**src/shared/lpms_defines.svh**
```systemverilog
`ifndef LPMS_DEFINES_SVH
`define LPMS_DEFINES_SVH
// ----------------------------------------
// Register byte offsets
// ----------------------------------------
`define LPMS_OFF_CTRL_ONE   8'h00
`define LPMS_OFF_CTRL_TWO   8'h04
`define LPMS_OFF_TIMER_A    8'h08
`define LPMS_OFF_ENABLE     8'h0c
`define LPMS_OFF_STATUS     8'h10
// ----------------------------------------
// Field positions
// ----------------------------------------
`define LPMS_C1_STBY        7
`define LPMS_C1_LOW_SPEED_ON        3
`define LPMS_C1_WAIT_LSB    4
`define LPMS_C1_MDIV_LSB    0
`define LPMS_C2_MEDIUM_SPEED_ON        2
`define LPMS_C2_SDIV_LSB    0
`define LPMS_C2_DISP        4
`define LPMS_TA_CLKSEL      3
// ----------------------------------------
// Reset values
// ----------------------------------------
`define LPMS_RST_CTRL_ONE   8'h00
`define LPMS_RST_CTRL_TWO   8'h00
`define LPMS_RST_TIMER_A    8'h00
`define LPMS_RST_ENABLE     19'h00000
// ----------------------------------------
// Wake source groups (bit per source)
// ----------------------------------------
`define LPMS_SRC_COUNT      19
`define LPMS_WATCH_SRCS     19'h7fc0d
`define LPMS_SUBSLEEP_SRCS  19'h7ffff
`define LPMS_STANDBY_SRCS   19'h7fe00
// ----------------------------------------
// Settling counts in states
// ----------------------------------------
`define LPMS_WAIT_LONG_BASE 8192
`define LPMS_WAIT_SHORT_A   18'd2
`define LPMS_WAIT_SHORT_B   18'd8
`define LPMS_WAIT_SHORT_C   18'd16
`endif

```
**src/shared/lpms_pkg.sv**
```systemverilog
package lpms_pkg;
  // Operating modes of the sequencer
  typedef enum logic [3:0] {
    lpms_reset_st    = 4'b0000,
    lpms_active_high = 4'b0001,
    lpms_active_med  = 4'b0010,
    lpms_subactive   = 4'b0011,
    lpms_sleep       = 4'b0100,
    lpms_subsleep    = 4'b0101,
    lpms_watch       = 4'b0110,
    lpms_standby     = 4'b0111,
    lpms_settle      = 4'b1000
  } lpms_mode_type;
endpackage : lpms_pkg
```
**src/design/lpms_divider.sv**
```systemverilog
`timescale 1ns/1ps
// ----------------------------------------
// Tick divider: one out tick per 2^(sel+1) in ticks
// ----------------------------------------
module lpms_divider #(
  parameter int WIDTH = 2
) (
  input  wire logic             pclk,
  input  wire logic             presetn,
  input  wire logic             ce,
  input  wire logic             tick_in,
  input  wire logic [WIDTH-1:0] sel,
  output logic                  tick_out
);
  logic [7:0] count; // Free running count of input ticks
  logic [7:0] limit; // Last count value before wrap

  // Limit from select, kept combinational
  always_comb begin
    limit = 8'((9'd2 << sel) - 9'd1);
  end

  // Count and emit a tick on wrap
  always_ff @(posedge pclk or negedge presetn) begin
    if (!presetn) begin
      count    <= 8'h00;
      tick_out <= 1'b0;
    end else if (ce) begin
      tick_out <= 1'b0;
      if (tick_in) begin
        if (count >= limit) begin
          count    <= 8'h00;
          tick_out <= 1'b1;
        end else begin
          count <= count + 8'h01;
        end
      end
    end
  end
endmodule : lpms_divider

```
**src/design/lpms_sequencer.sv**
```systemverilog
// Operation
// - SLEEP with standby and timer select: watch
// - Watch keeps only timers, counter, display
// - Watch/subsleep retain state, hold port pins
// - Watch wakes on its sources or reset
// - Watch wake target from low/medium bits
// - Settle, then stable clock, then exception (code raises clock_stable and exception_start on the same edge)
// - Global mask or disabled source blocks wake
// - Subactive SLEEP with low-speed enters subsleep
// - Subsleep stops only converter and PWM
// - Subsleep wakes on listed sources or reset
// - Subsleep wake returns to subactive, exception
// - Subsleep wake synchronised, two subclock delay
// - Subactive clock is watch clock /2,/4,/8 (divider field value 3 also gives /16)
// - Medium-on wakes into active medium-speed
// - Medium entry may come half state early
// - Medium SLEEP with standby select: standby
// - Medium SLEEP with both clear: sleep
// - Reset pin low forces reset state
// - Medium clock follows medium divider field
// - Active SLEEP standby, pins high impedance
`timescale 1ns/1ps
`include "lpms_defines.svh"
module lpms_sequencer #(
  parameter int          NSRC      = `LPMS_SRC_COUNT,
  parameter logic [17:0] WAIT_BASE = 18'(`LPMS_WAIT_LONG_BASE)
) (
  input  wire logic                 pclk,
  input  wire logic                 presetn,
  input  wire logic                 ce,
  input  wire logic                 psel,
  input  wire logic                 penable,
  input  wire logic                 pwrite,
  input  wire logic [7:0]           paddr,
  input  wire logic [31:0]          pwdata,
  output logic [31:0]               prdata,
  output logic                      pready,
  output logic                      pslverr,
  input  wire logic                 sleep_req,
  input  wire logic                 global_mask,
  input  wire logic [NSRC-1:0]      wake_src,
  input  wire logic                 reset_pin_n,
  input  wire logic                 watch_tick,
  output lpms_pkg::lpms_mode_type   mode,
  output logic                      exception_start,
  output logic                      cpu_tick,
  output logic                      clock_stable,
  output logic                      port_hold,
  output logic                      pins_hiz,
  output logic [7:0]                periph_run
);
  import lpms_pkg::*;

  // ----------------------------------------
  // Registers and state
  // ----------------------------------------
  logic [7:0]      ctrl_one;      // Standby, low-speed, wait, medium divider
  logic [7:0]      ctrl_two;      // Medium-on, subactive divider, display
  logic [7:0]      timer_a;       // Timer A mode, bit 3 selects clock
  logic [NSRC-1:0] enable;        // Per-source wake enable
  lpms_mode_type   next_mode;     // Mode chosen this cycle
  lpms_mode_type   settle_target; // Active mode after settling
  logic [17:0]     settle_count;  // Remaining settling states
  logic [17:0]     wait_states;   // Settle length from wait field
  logic [NSRC-1:0] pending;       // Enabled, unmasked requests
  logic [NSRC-1:0] sub_synced;    // Requests after subclock sync
  logic            sub_tick;      // Subactive CPU tick
  logic            med_tick;      // Medium CPU tick
  logic            wake_now;      // Wake into an active or subactive mode this cycle
  logic            enter_settle;  // Wake needs oscillator settling

  // Field views
  logic            stby;
  logic            low_speed_on;
  logic            medium_speed_on;
  logic            tclk;
  logic [2:0]      wait_sel;
  logic [1:0]      mdiv;
  logic [1:0]      sdiv;

  assign stby     = ctrl_one[`LPMS_C1_STBY];
  assign low_speed_on     = ctrl_one[`LPMS_C1_LOW_SPEED_ON];
  assign wait_sel = ctrl_one[`LPMS_C1_WAIT_LSB +: 3];
  assign mdiv     = ctrl_one[`LPMS_C1_MDIV_LSB +: 2];
  assign medium_speed_on     = ctrl_two[`LPMS_C2_MEDIUM_SPEED_ON];
  assign sdiv     = ctrl_two[`LPMS_C2_SDIV_LSB +: 2];
  assign tclk     = timer_a[`LPMS_TA_CLKSEL];

  // ----------------------------------------
  // Decoding helpers
  // ----------------------------------------
  // Register index from byte address; used by read and write paths
  function automatic logic [2:0] reg_index(input logic [7:0] a);
    case (a)
      `LPMS_OFF_CTRL_ONE: reg_index = 3'd1;
      `LPMS_OFF_CTRL_TWO: reg_index = 3'd2;
      `LPMS_OFF_TIMER_A:  reg_index = 3'd3;
      `LPMS_OFF_ENABLE:   reg_index = 3'd4;
      `LPMS_OFF_STATUS:   reg_index = 3'd5;
      default:            reg_index = 3'd0;
    endcase
  endfunction : reg_index

  // Active target after a wake, shared by several modes
  function automatic lpms_mode_type active_target(input logic m);
    active_target = m ? lpms_active_med : lpms_active_high;
  endfunction : active_target

  // ----------------------------------------
  // Clock dividers and wake synchroniser
  // ----------------------------------------
  // watch divider
  lpms_divider #(.WIDTH(2)) u_sub_div (
    .pclk     (pclk),
    .presetn  (presetn),
    .ce       (ce),
    .tick_in  (watch_tick),
    .sel      (sdiv),
    .tick_out (sub_tick)
  );

  lpms_divider #(.WIDTH(2)) u_med_div (
    .pclk     (pclk),
    .presetn  (presetn),
    .ce       (ce),
    .tick_in  (1'b1),
    .sel      (mdiv),
    .tick_out (med_tick)
  );

  lpms_wake_sync #(.N(NSRC)) u_sync (
    .pclk    (pclk),
    .presetn (presetn),
    .ce      (ce),
    .step    (sub_tick),
    .req_in  (pending),
    .req_out (sub_synced)
  );

  // ----------------------------------------
  // Wake qualification
  // ----------------------------------------
  // mask and enables
  always_comb begin
    pending = global_mask ? '0 : (wake_src & enable);
  end

  // Settle length; long choices scale a parameter so sims can shorten
  always_comb begin
    case (wait_sel)
      3'd0:    wait_states = WAIT_BASE;
      3'd1:    wait_states = 18'(WAIT_BASE << 1);
      3'd2:    wait_states = 18'(WAIT_BASE << 2);
      3'd3:    wait_states = 18'(WAIT_BASE << 3);
      3'd4:    wait_states = 18'(WAIT_BASE << 4);
      3'd5:    wait_states = `LPMS_WAIT_SHORT_A;
      3'd6:    wait_states = `LPMS_WAIT_SHORT_B;
      default: wait_states = `LPMS_WAIT_SHORT_C;
    endcase
  end

  // ----------------------------------------
  // Mode selection
  // ----------------------------------------
  always_comb begin
    next_mode    = mode;
    wake_now     = 1'b0;
    enter_settle = 1'b0;
    case (mode)
      lpms_reset_st: next_mode = lpms_active_high;
      lpms_active_high, lpms_active_med: begin
        if (sleep_req) begin
          if (stby && tclk) begin
            next_mode = lpms_watch;
          end else if (stby && !low_speed_on) begin
            next_mode = lpms_standby;
          end else if (!stby) begin
            next_mode = lpms_sleep;
          end
        end
      end
      lpms_subactive: begin
        if (sleep_req && tclk) begin
          if (stby) begin
            next_mode = lpms_watch;
          end else if (low_speed_on) begin
            next_mode = lpms_subsleep;
          end
        end
      end
      lpms_sleep: begin
        if (|pending) begin
          next_mode = active_target(medium_speed_on && !low_speed_on);
          wake_now  = 1'b1;
        end
      end
      lpms_standby: begin
        if (|(pending & `LPMS_STANDBY_SRCS)) begin
          enter_settle = 1'b1;
          next_mode    = lpms_settle;
        end
      end
      lpms_watch: begin
        if (|(pending & `LPMS_WATCH_SRCS)) begin
          if (low_speed_on) begin
            next_mode = lpms_subactive;
            wake_now  = 1'b1;
          end else begin
            enter_settle = 1'b1;
            next_mode    = lpms_settle;
          end
        end
      end
      lpms_subsleep: begin
        if (sub_tick && |(sub_synced & `LPMS_SUBSLEEP_SRCS)) begin
          next_mode = lpms_subactive;
          wake_now  = 1'b1;
        end
      end
      lpms_settle: begin
        if (settle_count <= 18'd1) begin
          next_mode = settle_target;
          wake_now  = 1'b1;
        end
      end
      default: next_mode = lpms_reset_st;
    endcase
    if (!reset_pin_n) begin
      next_mode    = lpms_reset_st;
      wake_now     = 1'b0;
      enter_settle = 1'b0;
    end
  end

  // ----------------------------------------
  // Mode register
  // ----------------------------------------
  // medium entry is cycle-exact here, half-state early is allowed
  always_ff @(posedge pclk or negedge presetn) begin
    if (!presetn) begin
      mode <= lpms_reset_st;
    end else if (ce) begin
      mode <= next_mode;
    end
  end

  // Settling counter and its destination
  always_ff @(posedge pclk or negedge presetn) begin
    if (!presetn) begin
      settle_count  <= 18'd0;
      settle_target <= lpms_active_high;
    end else if (ce) begin
      if (enter_settle) begin
        settle_count  <= wait_states;
        settle_target <= active_target(medium_speed_on && !low_speed_on);
      end else if (mode == lpms_settle && settle_count != 18'd0) begin
        settle_count <= settle_count - 18'd1;
      end
    end
  end

  // Exception handling start, one pulse per accepted wake
  always_ff @(posedge pclk or negedge presetn) begin
    if (!presetn) begin
      exception_start <= 1'b0;
    end else if (ce) begin
      exception_start <= wake_now;
    end
  end

  // ----------------------------------------
  // Clocking and pin outputs
  // ----------------------------------------
  // CPU tick by mode; registered so it comes straight from a flop
  always_ff @(posedge pclk or negedge presetn) begin
    if (!presetn) begin
      cpu_tick     <= 1'b0;
      clock_stable <= 1'b1;
    end else if (ce) begin
      case (next_mode)
        lpms_active_high: cpu_tick <= 1'b1;
        lpms_active_med:  cpu_tick <= med_tick;
        lpms_subactive:   cpu_tick <= sub_tick;
        default:          cpu_tick <= 1'b0;
      endcase
      clock_stable <= !(next_mode inside {lpms_standby, lpms_watch, lpms_settle});
    end
  end

  // Port hold and high impedance; standby floats, watch, subsleep and settle hold
  always_ff @(posedge pclk or negedge presetn) begin
    if (!presetn) begin
      port_hold <= 1'b0;
      pins_hiz  <= 1'b0;
    end else if (ce) begin
      port_hold <= next_mode inside {lpms_watch, lpms_subsleep, lpms_settle};
      pins_hiz  <= next_mode == lpms_standby;
    end
  end

  // Peripheral run enables:
  // 0 timer A, 1 timer F, 2 timer G, 3 event counter, 4 display,
  // 5 converter, 6 PWM, 7 all other peripherals
  always_ff @(posedge pclk or negedge presetn) begin
    if (!presetn) begin
      periph_run <= 8'hff;
    end else if (ce) begin
      case (next_mode)
        lpms_watch, lpms_settle: periph_run <= {3'b000, ctrl_two[`LPMS_C2_DISP], 4'hf};
        lpms_subsleep: periph_run <= 8'h9f;
        lpms_standby:  periph_run <= 8'h00;
        default:       periph_run <= 8'hff;
      endcase
    end
  end

  // ----------------------------------------
  // APB slave
  // ----------------------------------------
  // Writes take effect in the access phase, which always completes at once
  always_ff @(posedge pclk or negedge presetn) begin
    if (!presetn) begin
      ctrl_one <= `LPMS_RST_CTRL_ONE;
      ctrl_two <= `LPMS_RST_CTRL_TWO;
      timer_a  <= `LPMS_RST_TIMER_A;
      enable   <= NSRC'(`LPMS_RST_ENABLE);
    end else if (ce && !reset_pin_n) begin
      ctrl_one <= `LPMS_RST_CTRL_ONE;
      ctrl_two <= `LPMS_RST_CTRL_TWO;
      timer_a  <= `LPMS_RST_TIMER_A;
      enable   <= NSRC'(`LPMS_RST_ENABLE);
    end else if (ce && psel && penable && pready && pwrite) begin
      case (reg_index(paddr))
        3'd1:    ctrl_one <= pwdata[7:0];
        3'd2:    ctrl_two <= pwdata[7:0];
        3'd3:    timer_a  <= pwdata[7:0];
        3'd4:    enable   <= pwdata[NSRC-1:0];
        default: ;
      endcase
    end
  end

  // Ready, error and read data registered in the setup cycle
  always_ff @(posedge pclk or negedge presetn) begin
    if (!presetn) begin
      pready  <= 1'b0;
      pslverr <= 1'b0;
      prdata  <= 32'h0000_0000;
    end else if (ce) begin
      pready  <= psel && !penable;
      pslverr <= psel && !penable && (reg_index(paddr) == 3'd0);
      case (reg_index(paddr))
        3'd1:    prdata <= {24'h000000, ctrl_one};
        3'd2:    prdata <= {24'h000000, ctrl_two};
        3'd3:    prdata <= {24'h000000, timer_a};
        3'd4:    prdata <= 32'(enable);
        3'd5:    prdata <= {26'h0000000, clock_stable, port_hold, mode};
        default: prdata <= 32'h0000_0000;
      endcase
    end
  end
endmodule : lpms_sequencer

```
**src/design/lpms_wake_sync.sv**
```systemverilog
`timescale 1ns/1ps
// ----------------------------------------
// Two-stage synchroniser, stepped by a tick
// ----------------------------------------
module lpms_wake_sync #(
  parameter int N = 19
) (
  input  wire logic         pclk,
  input  wire logic         presetn,
  input  wire logic         ce,
  input  wire logic         step,
  input  wire logic [N-1:0] req_in,
  output logic [N-1:0]      req_out
);
  logic [N-1:0] stage_one; // First stage, read only by second

  // Per-bit pair, generated so every source gets its own flops
  for (genvar i = 0; i < N; i++) begin : g_sync
    always_ff @(posedge pclk or negedge presetn) begin
      if (!presetn) begin
        stage_one[i] <= 1'b0;
        req_out[i]   <= 1'b0;
      end else if (ce && step) begin
        stage_one[i] <= req_in[i];
        req_out[i]   <= stage_one[i];
      end
    end
  end
endmodule : lpms_wake_sync

```
**config.mk**
```make
export PLATFORM = sky130hd
export DESIGN_NAME = lpms_sequencer
export DESIGN_NICKNAME = d
export VERILOG_FILES = /design/src/shared/lpms_pkg.sv /design/src/design/lpms_divider.sv /design/src/design/lpms_sequencer.sv /design/src/design/lpms_wake_sync.sv
export VERILOG_INCLUDE_DIRS = /design/src /design/src/shared
export SDC_FILE = /design/constraint.sdc
export NUM_CORES = 1
export LEC_CHECK = 0
export BUFFER_PORTS_ARGS = -buffer_cell sky130_fd_sc_hd__buf_2
export CORE_UTILIZATION = 57
export DETAILED_ROUTE_END_ITERATION = 8
export PLACE_DENSITY = 0.8
export REMOVE_ABC_BUFFERS = 1
export SYNTH_ARGS = -nofsm -noshare
export SYNTH_HDL_FRONTEND = slang
export SYNTH_SLANG_ARGS = --single-unit
```
**constraint.sdc**
```tcl
create_clock -name pclk -period 3 [get_ports pclk]
set_clock_uncertainty 0.1 [all_clocks]
set_input_delay 0.6 -clock pclk [delete_from_list [all_inputs] [get_ports pclk]]
set_output_delay 0.6 -clock pclk [all_outputs]
set_load 0.02 [all_outputs]
```
# Word-level counts from Yosys, hierarchy flattened
# Index checks and enable logic that the tools add are counted.
[totals]
word_cells = 203
output_inout_bits = 51
inputBits = 69
reg_bits = 172
[classes]
reduce_logical = 44
add_sub_neg = 5
shift = 2
eq_ne = 34
n_bitwise = 1
muxes = 56
order_cmp = 3
[ops]
columns = ["op", "n"]
rows = [
  ["18-bit one-hot mux with 7 select lines", 1],
  ["19-bit one-hot mux with 5 select lines", 1],
  ["8-bit two-way mux", 11],
  ["19-bit two-way mux", 4],
  ["4-bit two-way mux", 14],
  ["19-bit OR reduction", 2],
  ["18-bit two-way mux", 2],
  ["4-bit one-hot mux with 8 select lines", 1],
  ["4-bit by 3-bit equality test with 1-bit output, second input constant", 7],
  ["8-bit one-hot mux with 3 select lines", 1],
  ["19-bit bitwise AND", 1],
  ["3-bit by 2-bit equality test with 1-bit output, second input constant", 6],
  ["3-bit equality test, second input constant", 6],
  ["18-bit by 1-bit less-or-equal comparator with 1-bit output, second input constant", 1],
  ["18-bit nonzero test", 1],
  ["18-bit by 1-bit subtractor with 18-bit output, second input constant", 1],
  ["8-bit by 1-bit adder with 8-bit output, second input constant", 2],
  ["4-bit by 2-bit equality test with 1-bit output, second input constant", 4],
  ["8-bit by 4-bit equality test with 1-bit output, second input constant", 2],
  ["8-bit greater-or-equal comparator", 2],
  ["2-bit by 2-bit << shifter with 8-bit output, first input constant", 2],
  ["8-bit by 1-bit subtractor with 8-bit output, second input constant", 2],
  ["3-bit one-hot mux with 5 select lines", 1],
  ["1-bit logical AND", 14],
  ["other kinds (21)", 56],
]

# Logic depth before layout (Yosys ltp)
# Gate-level depths: netlist of run 1.
[logic_depth]
word_depth = 10
depth_mapped = 10
ltp_nobuf = 10

# Modules after synthesis
# A second synthesis of run 1 with hierarchy kept.
[unflattened]
cells_unflattened = 792
area_unflattened_um2 = 8037.7
[by_module_without_submodules]
columns = ["mod", "instances", "area_per_inst_um2", "seq_area_each_um2", "cells_per_inst"]
rows = [
  ["lpms_sequencer", 1, 5422.7, 2434.8, 599],
  ["lpms_wake_sync", 1, 1496.4, 950.9, 81],
  ["lpms_divider", 2, 559.3, 225.2, 56],
]

# Worst setup path after synthesis of run 1
# Ideal clock, no wire load.
[synth_path]
path_kind = "input -> register"
from = "input port paddr[0]"
to = "register enable[10]"
n_path_buf = 3
t_required_ps = 2768
setup_ps = 132
arrival_time_ps = 2367
slack_ps = 401
cell_stages = 9
path_cell_list = "or4_1 > nor3_2 > and3_1 > buf_4 > and4_1 > buf_4 > buf_6 > mux2i_1 > nor2_1"
[synth_via]
elab_chain_cells = 7
elab_cells_between_ends = 11
classes_between = "eq/ne (5); mux (3); reduce/logical (3)"
[synth_rtl]
columns = ["item", "line", "rtl"]
rows = [
  ["start: declaration", "lpms_sequencer.sv:34", "input wire logic [7:0] paddr,"],
  ["8-bit by 5-bit equality test with 1-bit output (tied with other cells)", "lpms_sequencer.sv:94", "case (a)"],
  ["3-bit one-hot mux with 5 select lines (*)", "lpms_sequencer.sv:94", ""],
  ["3-bit two-way mux (*)", "lpms_sequencer.sv:332", "end else if (ce && psel && penable && pready && pwrite) begin"],
  ["3-bit two-way mux (*)", "lpms_sequencer.sv:327", "end else if (ce && !reset_pin_n) begin"],
  ["3-bit equality test (*)", "lpms_sequencer.sv:333", "case (reg_index(paddr))"],
  ["2-bit nonzero test (no source line) (*)", "n/a", ""],
  ["2-bit AND reduction (no source line) (*)", "n/a", ""],
  ["end signal: assignment", "lpms_sequencer.sv:326", "enable <= NSRC'(`LPMS_RST_ENABLE);"],
  ["end signal: assignment", "lpms_sequencer.sv:331", "enable <= NSRC'(`LPMS_RST_ENABLE);"],
  ["end signal: assignment", "lpms_sequencer.sv:337", "3'd4: enable <= pwdata[NSRC-1:0];"],
  ["end: declaration", "lpms_sequencer.sv:60", "logic [NSRC-1:0] enable;"],
]
# Mark *: on every way between the ends. The rest lies on a longest branch, timed or not. The select of a mux whose other input is x is not followed.
# A chain may end at the register's enable or synchronous reset.

# Worst setup path in the final report of run 1
[layout_path]
from = "register mode[3]"
to = "register settle_count[13]"
[layout_via]
elab_chain_cells = 5
elab_cells_between_ends = 9
classes_between = "eq/ne (3); mux (3); reduce/logical (3)"
[layout_rtl]
columns = ["item", "line", "rtl"]
rows = [
  ["start: declaration", "lpms_sequencer.sv:44", "output lpms_pkg::lpms_mode_type mode,"],
  ["start signal: assignment", "lpms_sequencer.sv:241", "mode <= lpms_reset_st;"],
  ["start signal: assignment", "lpms_sequencer.sv:243", "mode <= next_mode;"],
  ["4-bit by 3-bit equality test with 1-bit output", "lpms_sequencer.sv:169", "case (mode)"],
  ["1-bit one-hot mux with 2 select lines", "lpms_sequencer.sv:169", ""],
  ["1-bit two-way mux", "lpms_sequencer.sv:228", "if (!reset_pin_n) begin"],
  ["2-bit nonzero test (no source line)", "n/a", ""],
  ["2-bit AND reduction (no source line)", "n/a", ""],
  ["end signal: assignment", "lpms_sequencer.sv:254", "settle_count <= wait_states;"],
  ["end signal: assignment", "lpms_sequencer.sv:257", "settle_count <= settle_count - 18'd1;"],
  ["end: declaration", "lpms_sequencer.sv:63", "logic [17:0] settle_count;"],
]
# Several ways; a longest one is shown, not always the timed one.

==> impl_metrics.ini, run 1 <==
[route]
firstDrtPassIters = 5
ant_nets = 0
drcViolationCount = 0
wirelength_mm = 19.2
drt_iter0_drc = 525
drt-vias-per-instance = 5.96
post_drt_wl_per_cell_um = 17.8
via_count = 6426

[worst_setup_path]
r2r_cells = 7
cp-endpoint = settle_count[13]$_DFFE_PN0P_
end_kind = flop
critPathLaunch = mode[3]$_DFFE_PN0P_
reg2reg_slack_ns = 0.30
worstSetupStartpointType = flop
arrival_ns = 2.91
path_class = reg2reg
regToRegStartpoint = mode[3]$_DFFE_PN0P_
cp_max_fo = 14
cp.required_ns = 3.22
r2r-end = settle_count[13]$_DFFE_PN0P_

[logic_synthesis]
ys_seq_area_share_pct = 48.2
synthCells = 795
ys.flop_type = dfrtp_1
ys_types = 77
ys_seq_elements = 153
syn-cell-area_sq_um = 7960
async_flop_share_pct = 100
synth_edf_count = 0
yosysWarnings = 0
syn_avg_cell_area_sq_um = 10.0

[die]
num_rows = 42
initial_core_util_pct = 59.1
core_sq_um = 13500
die_area_sq_um = 14400
fp.dieH_um = 120
die_w_um = 120
io_pins = 120

[clock_tree]
cts_buffers = 17
insertion_delay_ns = 0.43
cts_setup_buffers = 0
hold_buffers = 0
clk_pin_slew_ns = 0.06
cts_max_level = 4
cts_resized = 0
cts_buffer_depth = 2
ctsRootBufferMaster = clkbuf_16
cts_tree = built
clock-sinks = 153

[final_layout]
regArea_sq_um = 3840
layout-drive-gt1-share_pct = 22.5
fillCellCount = 1068
antenna_cells = 0
multi_input_area_sq_um = 3710
area_delta_synth_final_pct = 15.8
nets = 974
fin_area_sq_um = 9210

[global_route]
track_usage_pct = 28.3
grt_overflow = 0
grt_pass1_wl_mm = 31.3
antenna_found_initial = 0
grt_max_degree = 61
grt_pass1_vias = 6165

[timing]
final-hold-violation-count = 0
fin_crit_sh_pct = 90.0
slew_viol_final = 0
fin_crit_ns = 2.70
maxSlewHeadroom_pct = 57.4
tightest_slew_ns = 0.636
rsz0062_at_grt = false
clock.fmax_ghz = 0.370
setup_viol = 0

[placement]
post_dp_cell_area_sq_um = 8640
port_buffers = 93
dp_hpwl_mm = 13.5
globalplace.congestion = 0.904

[power_and_ir_drop]
p_per_area_nw_per_um2 = 542
leakage_nw = 4.35
vdd_ir_drop_max_mv = 0.442
power_w = 0.00499

[run]
cap_violations = 0

[outcome]
status = complete, no violations

[worst_hold_path]
hold_class = in2async
-- per-stage QoR --
step                TNS (ns)  setup WS (ns)  instances  utilization (%)  hold WS, ns
floorplan             -11.27         -0.463        749                -        0.204
global placement           0          0.234       1046             64.2        0.357
detailed placement         0          0.155       1046             64.2        0.364
CTS                        0          0.326       1078             68.5       0.0633
global route               0          0.132       1078             68.5       0.0809
finish                     0          0.301       1078             68.5       0.0437
-- cell usage after synthesis, types with 3 or more instances --
cell type / number / area [sq um]
and3_1: 7 / 43.8
nand2b_1: 9 / 56.3
nor2_1: 82 / 308
xnor2_1: 9 / 78.8
a21oi_1: 18 / 90.1
a222oi_1: 8 / 80.1
nor2b_1: 4 / 25.0
inv_1: 40 / 150
buf_4: 19 / 143
dfrtp_1: 147 / 3680
o211ai_1: 4 / 30.0
clkbuf_1: 31 / 116
ha_1: 16 / 200
a22oi_1: 7 / 52.6
a22o_1: 4 / 35.0
a21o_1: 8 / 60.1
nand3_1: 26 / 130
o31ai_1: 8 / 60.1
o21a_1: 4 / 30.0
nand4b_1: 5 / 43.8
and2_1: 4 / 25.0
a31oi_1: 9 / 56.3
mux2_2: 21 / 236
nor3_1: 13 / 65.1
or4_1: 5 / 37.5
dfstp_2: 6 / 158
or3_1: 3 / 18.8
nand2_1: 57 / 214
a211oi_1: 3 / 22.5
nand4_1: 21 / 131
o22ai_1: 3 / 18.8
and4_1: 4 / 35.0
o21ai_0: 59 / 295
xor2_1: 6 / 52.6
buf_1: 3 / 11.3
mux2i_1: 51 / 510
o2bb2ai_1: 10 / 87.6
buf_2: 6 / 30.0
nor4_1: 6 / 37.5
-- worst min path at each step --
stage	from	slack [ns]	cells past startpoint	end
finish	presetn	0.04	1	ctrl_two[7]$_DFFE_PN0P_
detailed placement	periph_run[7]$_DFFE_PN1P_	0.36	2	periph_run[7]$_DFFE_PN1P_
global route	presetn	0.08	1	prdata[12]$_DFFE_PN0P_
CTS	presetn	0.06	1	prdata[12]$_DFFE_PN0P_
global placement	u_sync.stage_one[2]$_DFFE_PN0P_	0.36	2	u_sync.stage_one[2]$_DFFE_PN0P_
floorplan	presetn	0.20	0	cpu_tick$_DFFE_PN0P_
-- where the power goes --
group | switching [W] | internal, W
registers | 0.000110 | 0.00214
logic | 0.000413 | 0.000276
clock network | 0.000858 | 0.00119
-- routing by layer --
layer | track usage, % | wire [um]
met1 | 40.5 | 8690
met5 | 0 | 0
met4 | 10.8 | 404
met2 | 42.5 | 8950
met3 | 5.56 | 1120
-- state kept, by name, summed over array words and instances, names as in the netlist, 2 cells and up --
| name | count |
|---|---|
| enable | 19 |
| prdata | 19 |
| u_sync.req_out | 19 |
| u_sync.stage_one | 19 |
| settle_count | 18 |
| ctrl_one | 8 |
| ctrl_two | 8 |
| timer_a | 8 |
| u_med_div.count | 8 |
| u_sub_div.count | 8 |
| mode | 4 |
| periph_run | 4 |
| settle_target | 2 |
-- cell families (layout without fill, tap and decap cells) --
family	Yosys count	after routing	synth area share, %
xor gates and xnor gates	15	15	1.65
muxes	74	74	9.95
adders and majority gates	16	16	2.52
other	2	16	0.0944
buffers and inverters	101	194	5.85
AOI/OAI and AO/OA	170	170	14.6
DFF	153	153	48.2
and+or+nand+nor	264	264	17.1
-- worst max-delay path, stage by stage (launching register included) --
cell and delay, ns:
dfrtp_1 0.57, nand4b_1 0.32, a211oi_1 0.56, o21ai_2 0.30, o21ai_2 0.21, buf_4 0.21, nand2_1 0.09, a22o_1 0.24
-- placed cells by master, fill, tap and decap left out, types with 7 or more instances in the layout --
master and n:
nand4_1 21, conb_1 16, xnor2_1 9, clkbuf_16 17, o21ai_0 59, buf_2 92, nand2b_1 9, o31ai_1 8
mux2i_1 51, dfrtp_1 147, buf_4 25, nor2_1 81, nor3_1 13, and3_1 7, a31oi_1 9, mux2_2 21
a21oi_1 18, a222oi_1 8, nand2_1 57, inv_1 40, a21o_1 8, nand3_1 26, ha_1 16, o2bb2ai_1 10
a22oi_1 7
-- final cells by class --
cell class                      count  share of cell area, %
Sequential cell                   153                   41.7
Multi-Input combinational cell    555                   40.3
Timing Repair Buffer              121                   7.81
Clock buffer                       23                   5.52
Tap cell                          176                   2.39
Inverter                           41                   1.67
Clock inverter                      9                  0.679
No activity file was read; power rests on OpenSTA's default activity.
==> run 2: changes to the inputs <==
--- a/config.mk
+++ b/config.mk
@@ -7,9 +7,9 @@
 export NUM_CORES = 1
 export LEC_CHECK = 0
 export BUFFER_PORTS_ARGS = -buffer_cell sky130_fd_sc_hd__buf_2
-export CORE_UTILIZATION = 57
+export CORE_UTILIZATION = 40
 export DETAILED_ROUTE_END_ITERATION = 8
-export PLACE_DENSITY = 0.8
+export GPL_TIMING_DRIVEN = 0
 export REMOVE_ABC_BUFFERS = 1
 export SYNTH_ARGS = -nofsm -noshare
 export SYNTH_HDL_FRONTEND = slang
==> impl_metrics.ini, run 2 (synthesized netlist as in run 1, its figures left out) <==
[route]
drcViolationCount = 0
via_count = 6107
firstDrtPassIters = 5
drt-vias-per-instance = 5.35
ant_nets = 0
drt_iter0_drc = 370
wirelength_mm = 19.4
post_drt_wl_per_cell_um = 17.0

[clock_tree]
ctsRootBufferMaster = clkbuf_16
cts_max_level = 4
clock-sinks = 153
hold_buffers = 0
insertion_delay_ns = 0.43
cts_tree = built
cts_buffers = 17
clk_pin_slew_ns = 0.06
cts_buffer_depth = 2
cts_setup_buffers = 0

[final_layout]
area_delta_synth_final_pct = 16.2
fin_area_sq_um = 9240
fillCellCount = 1825
final_common_cell = dfrtp_1
mostFrequentLayoutCells = 146 x dfrtp_1, 91 x buf_2, 80 x nor2_1, 59 x o21ai_0, 56 x nand2_1
nets = 948
layout-drive-gt1-share_pct = 21.0

[power_and_ir_drop]
leakage_nw = 4.26
power_w = 0.00519
p_per_area_nw_per_um2 = 562
vdd_ir_drop_max_mv = 0.428

[placement]
port_buffers = 93
post_dp_cell_area_sq_um = 8570
globalplace.congestion = 0.771
dp_hpwl_mm = 13.5

[timing]
slew_viol_final = 0
rsz0062_at_grt = false
timing.hold.ws_ns = 0.0173
clock.fmax_ghz = 0.343
maxSlewHeadroom_pct = 29.5
fin_crit_ns = 2.92
setup_viol = 0
tightest_slew_ns = 1.05
final-hold-violation-count = 0
fin_crit_sh_pct = 97.3

[global_route]
grt_pass1_vias = 5799
grt_overflow = 0
track_usage_pct = 20.3
grt_max_degree = 81
antenna_found_initial = 1
grt_pass1_wl_mm = 31.6

[die]
initial_core_util_pct = 40.9
die_w_um = 143
core_sq_um = 19500
fp.dieH_um = 143
io_pins = 120
num_rows = 51
die_area_sq_um = 20500

[worst_hold_path]
hold_class = in2async

[worst_setup_path]
regToRegStartpoint = mode[1]$_DFFE_PN0P_
worstSetupStartpointType = input port
arrival_ns = 3.11
cp.required_ns = 3.19
cp_max_fo = 19
end_kind = flop
reg2reg_slack_ns = 0.26
path_class = in2reg
r2r-end = periph_run[4]$_DFFE_PN1P_
critPathLaunch = paddr[0]
r2r_cells = 6

[outcome]
status = complete, no violations

[run]
cap_violations = 0
==> run 2: cell types whose count changed in the layout (fill, tap and decap cells not counted), sizes merged <==
cell | previous run | this run
buf | 121 | 95
bufinv | 0 | 4
clkbuf | 23 | 20
clkinvlp | 4 | 2
clkinv | 4 | 5
diode | 0 | 1
inv | 42 | 41
==> run 2: per-stage QoR <==
step	TNS [ns]	instances	utilization, %	worst slack, ns
2_1_floorplan	-11.27	749	-	-0.463
5_1_grt	0	1140	47.5	0.000492
3_5_place_dp	-76.56	1109	44.1	-1.39
4_1_cts	0	1140	47.4	0.0276
6_report	0	1141	47.5	0.0805
3_3_place_gp	-335.42	1107	43.6	-2.61
==> run 2: how the worst max path moves through the flow <==
stage                     slack [ns]  cells after the start                           end
after floorplan                -0.46                      6         enable[0]$_DFFE_PN0P_
after global placement         -2.61                      4       ctrl_one[5]$_DFFE_PN0P_
after global routing          0.0005                      7         enable[5]$_DFFE_PN0P_
final                           0.08                      7         enable[4]$_DFFE_PN0P_
after CTS                       0.03                      5  settle_target[1]$_DFFE_PN0P_
after detailed placement       -1.39                      7         enable[4]$_DFFE_PN0P_
==> run 2: report_power, final <==
part	internal, W	total [W]	leakage, nW	switching, W
sequential	0.00214	0.00228	2.10	0.000135
clock	0.00141	0.00228	0.296	0.000864
combinational	0.000254	0.000639	1.87	0.000385
total	0.00381	0.00519	4.26	0.00138
==> run 2: cell type report <==
cell class | instances | area (sq um) | area share [%]
inverters | 41 | 155 | 1.68
diodes | 1 | 2.50 | 0.0271
repair buffers | 95 | 533 | 5.77
clock inverters | 11 | 171 | 1.85
clock buffers | 20 | 447 | 4.83
well taps | 265 | 332 | 3.59
multi-input cells | 555 | 3760 | 40.7
flip-flops and latches | 153 | 3840 | 41.5
==> run 2: timing repair <==
| item | in CTS | in global routing |
|---|---|---|
| endpoints found under the setup margin | 66 | 27 |
| endpoints found under the hold margin | 0 | 0 |
| gates resized for setup | 8 | 6 |
==> run 2: critical path, cell delays in order <==
cell and delay [ns]:
buf_2 0.09, or4_1 0.58, nor3_4 0.45, and3_2 0.54
and4_4 0.55, mux2i_1 0.24, nor2_1 0.05
==> run 2: layer usage <==
layer	global-route usage (%)	share of wire [%]	up-vias	routed length (um)
met3	3.69	3.9	13	750
li1	-	-	2973	-
met2	30.8	45	125	8810
met4	5.83	0.98	0	191
met5	0	0	-	0
met1	29.5	50	2996	9650
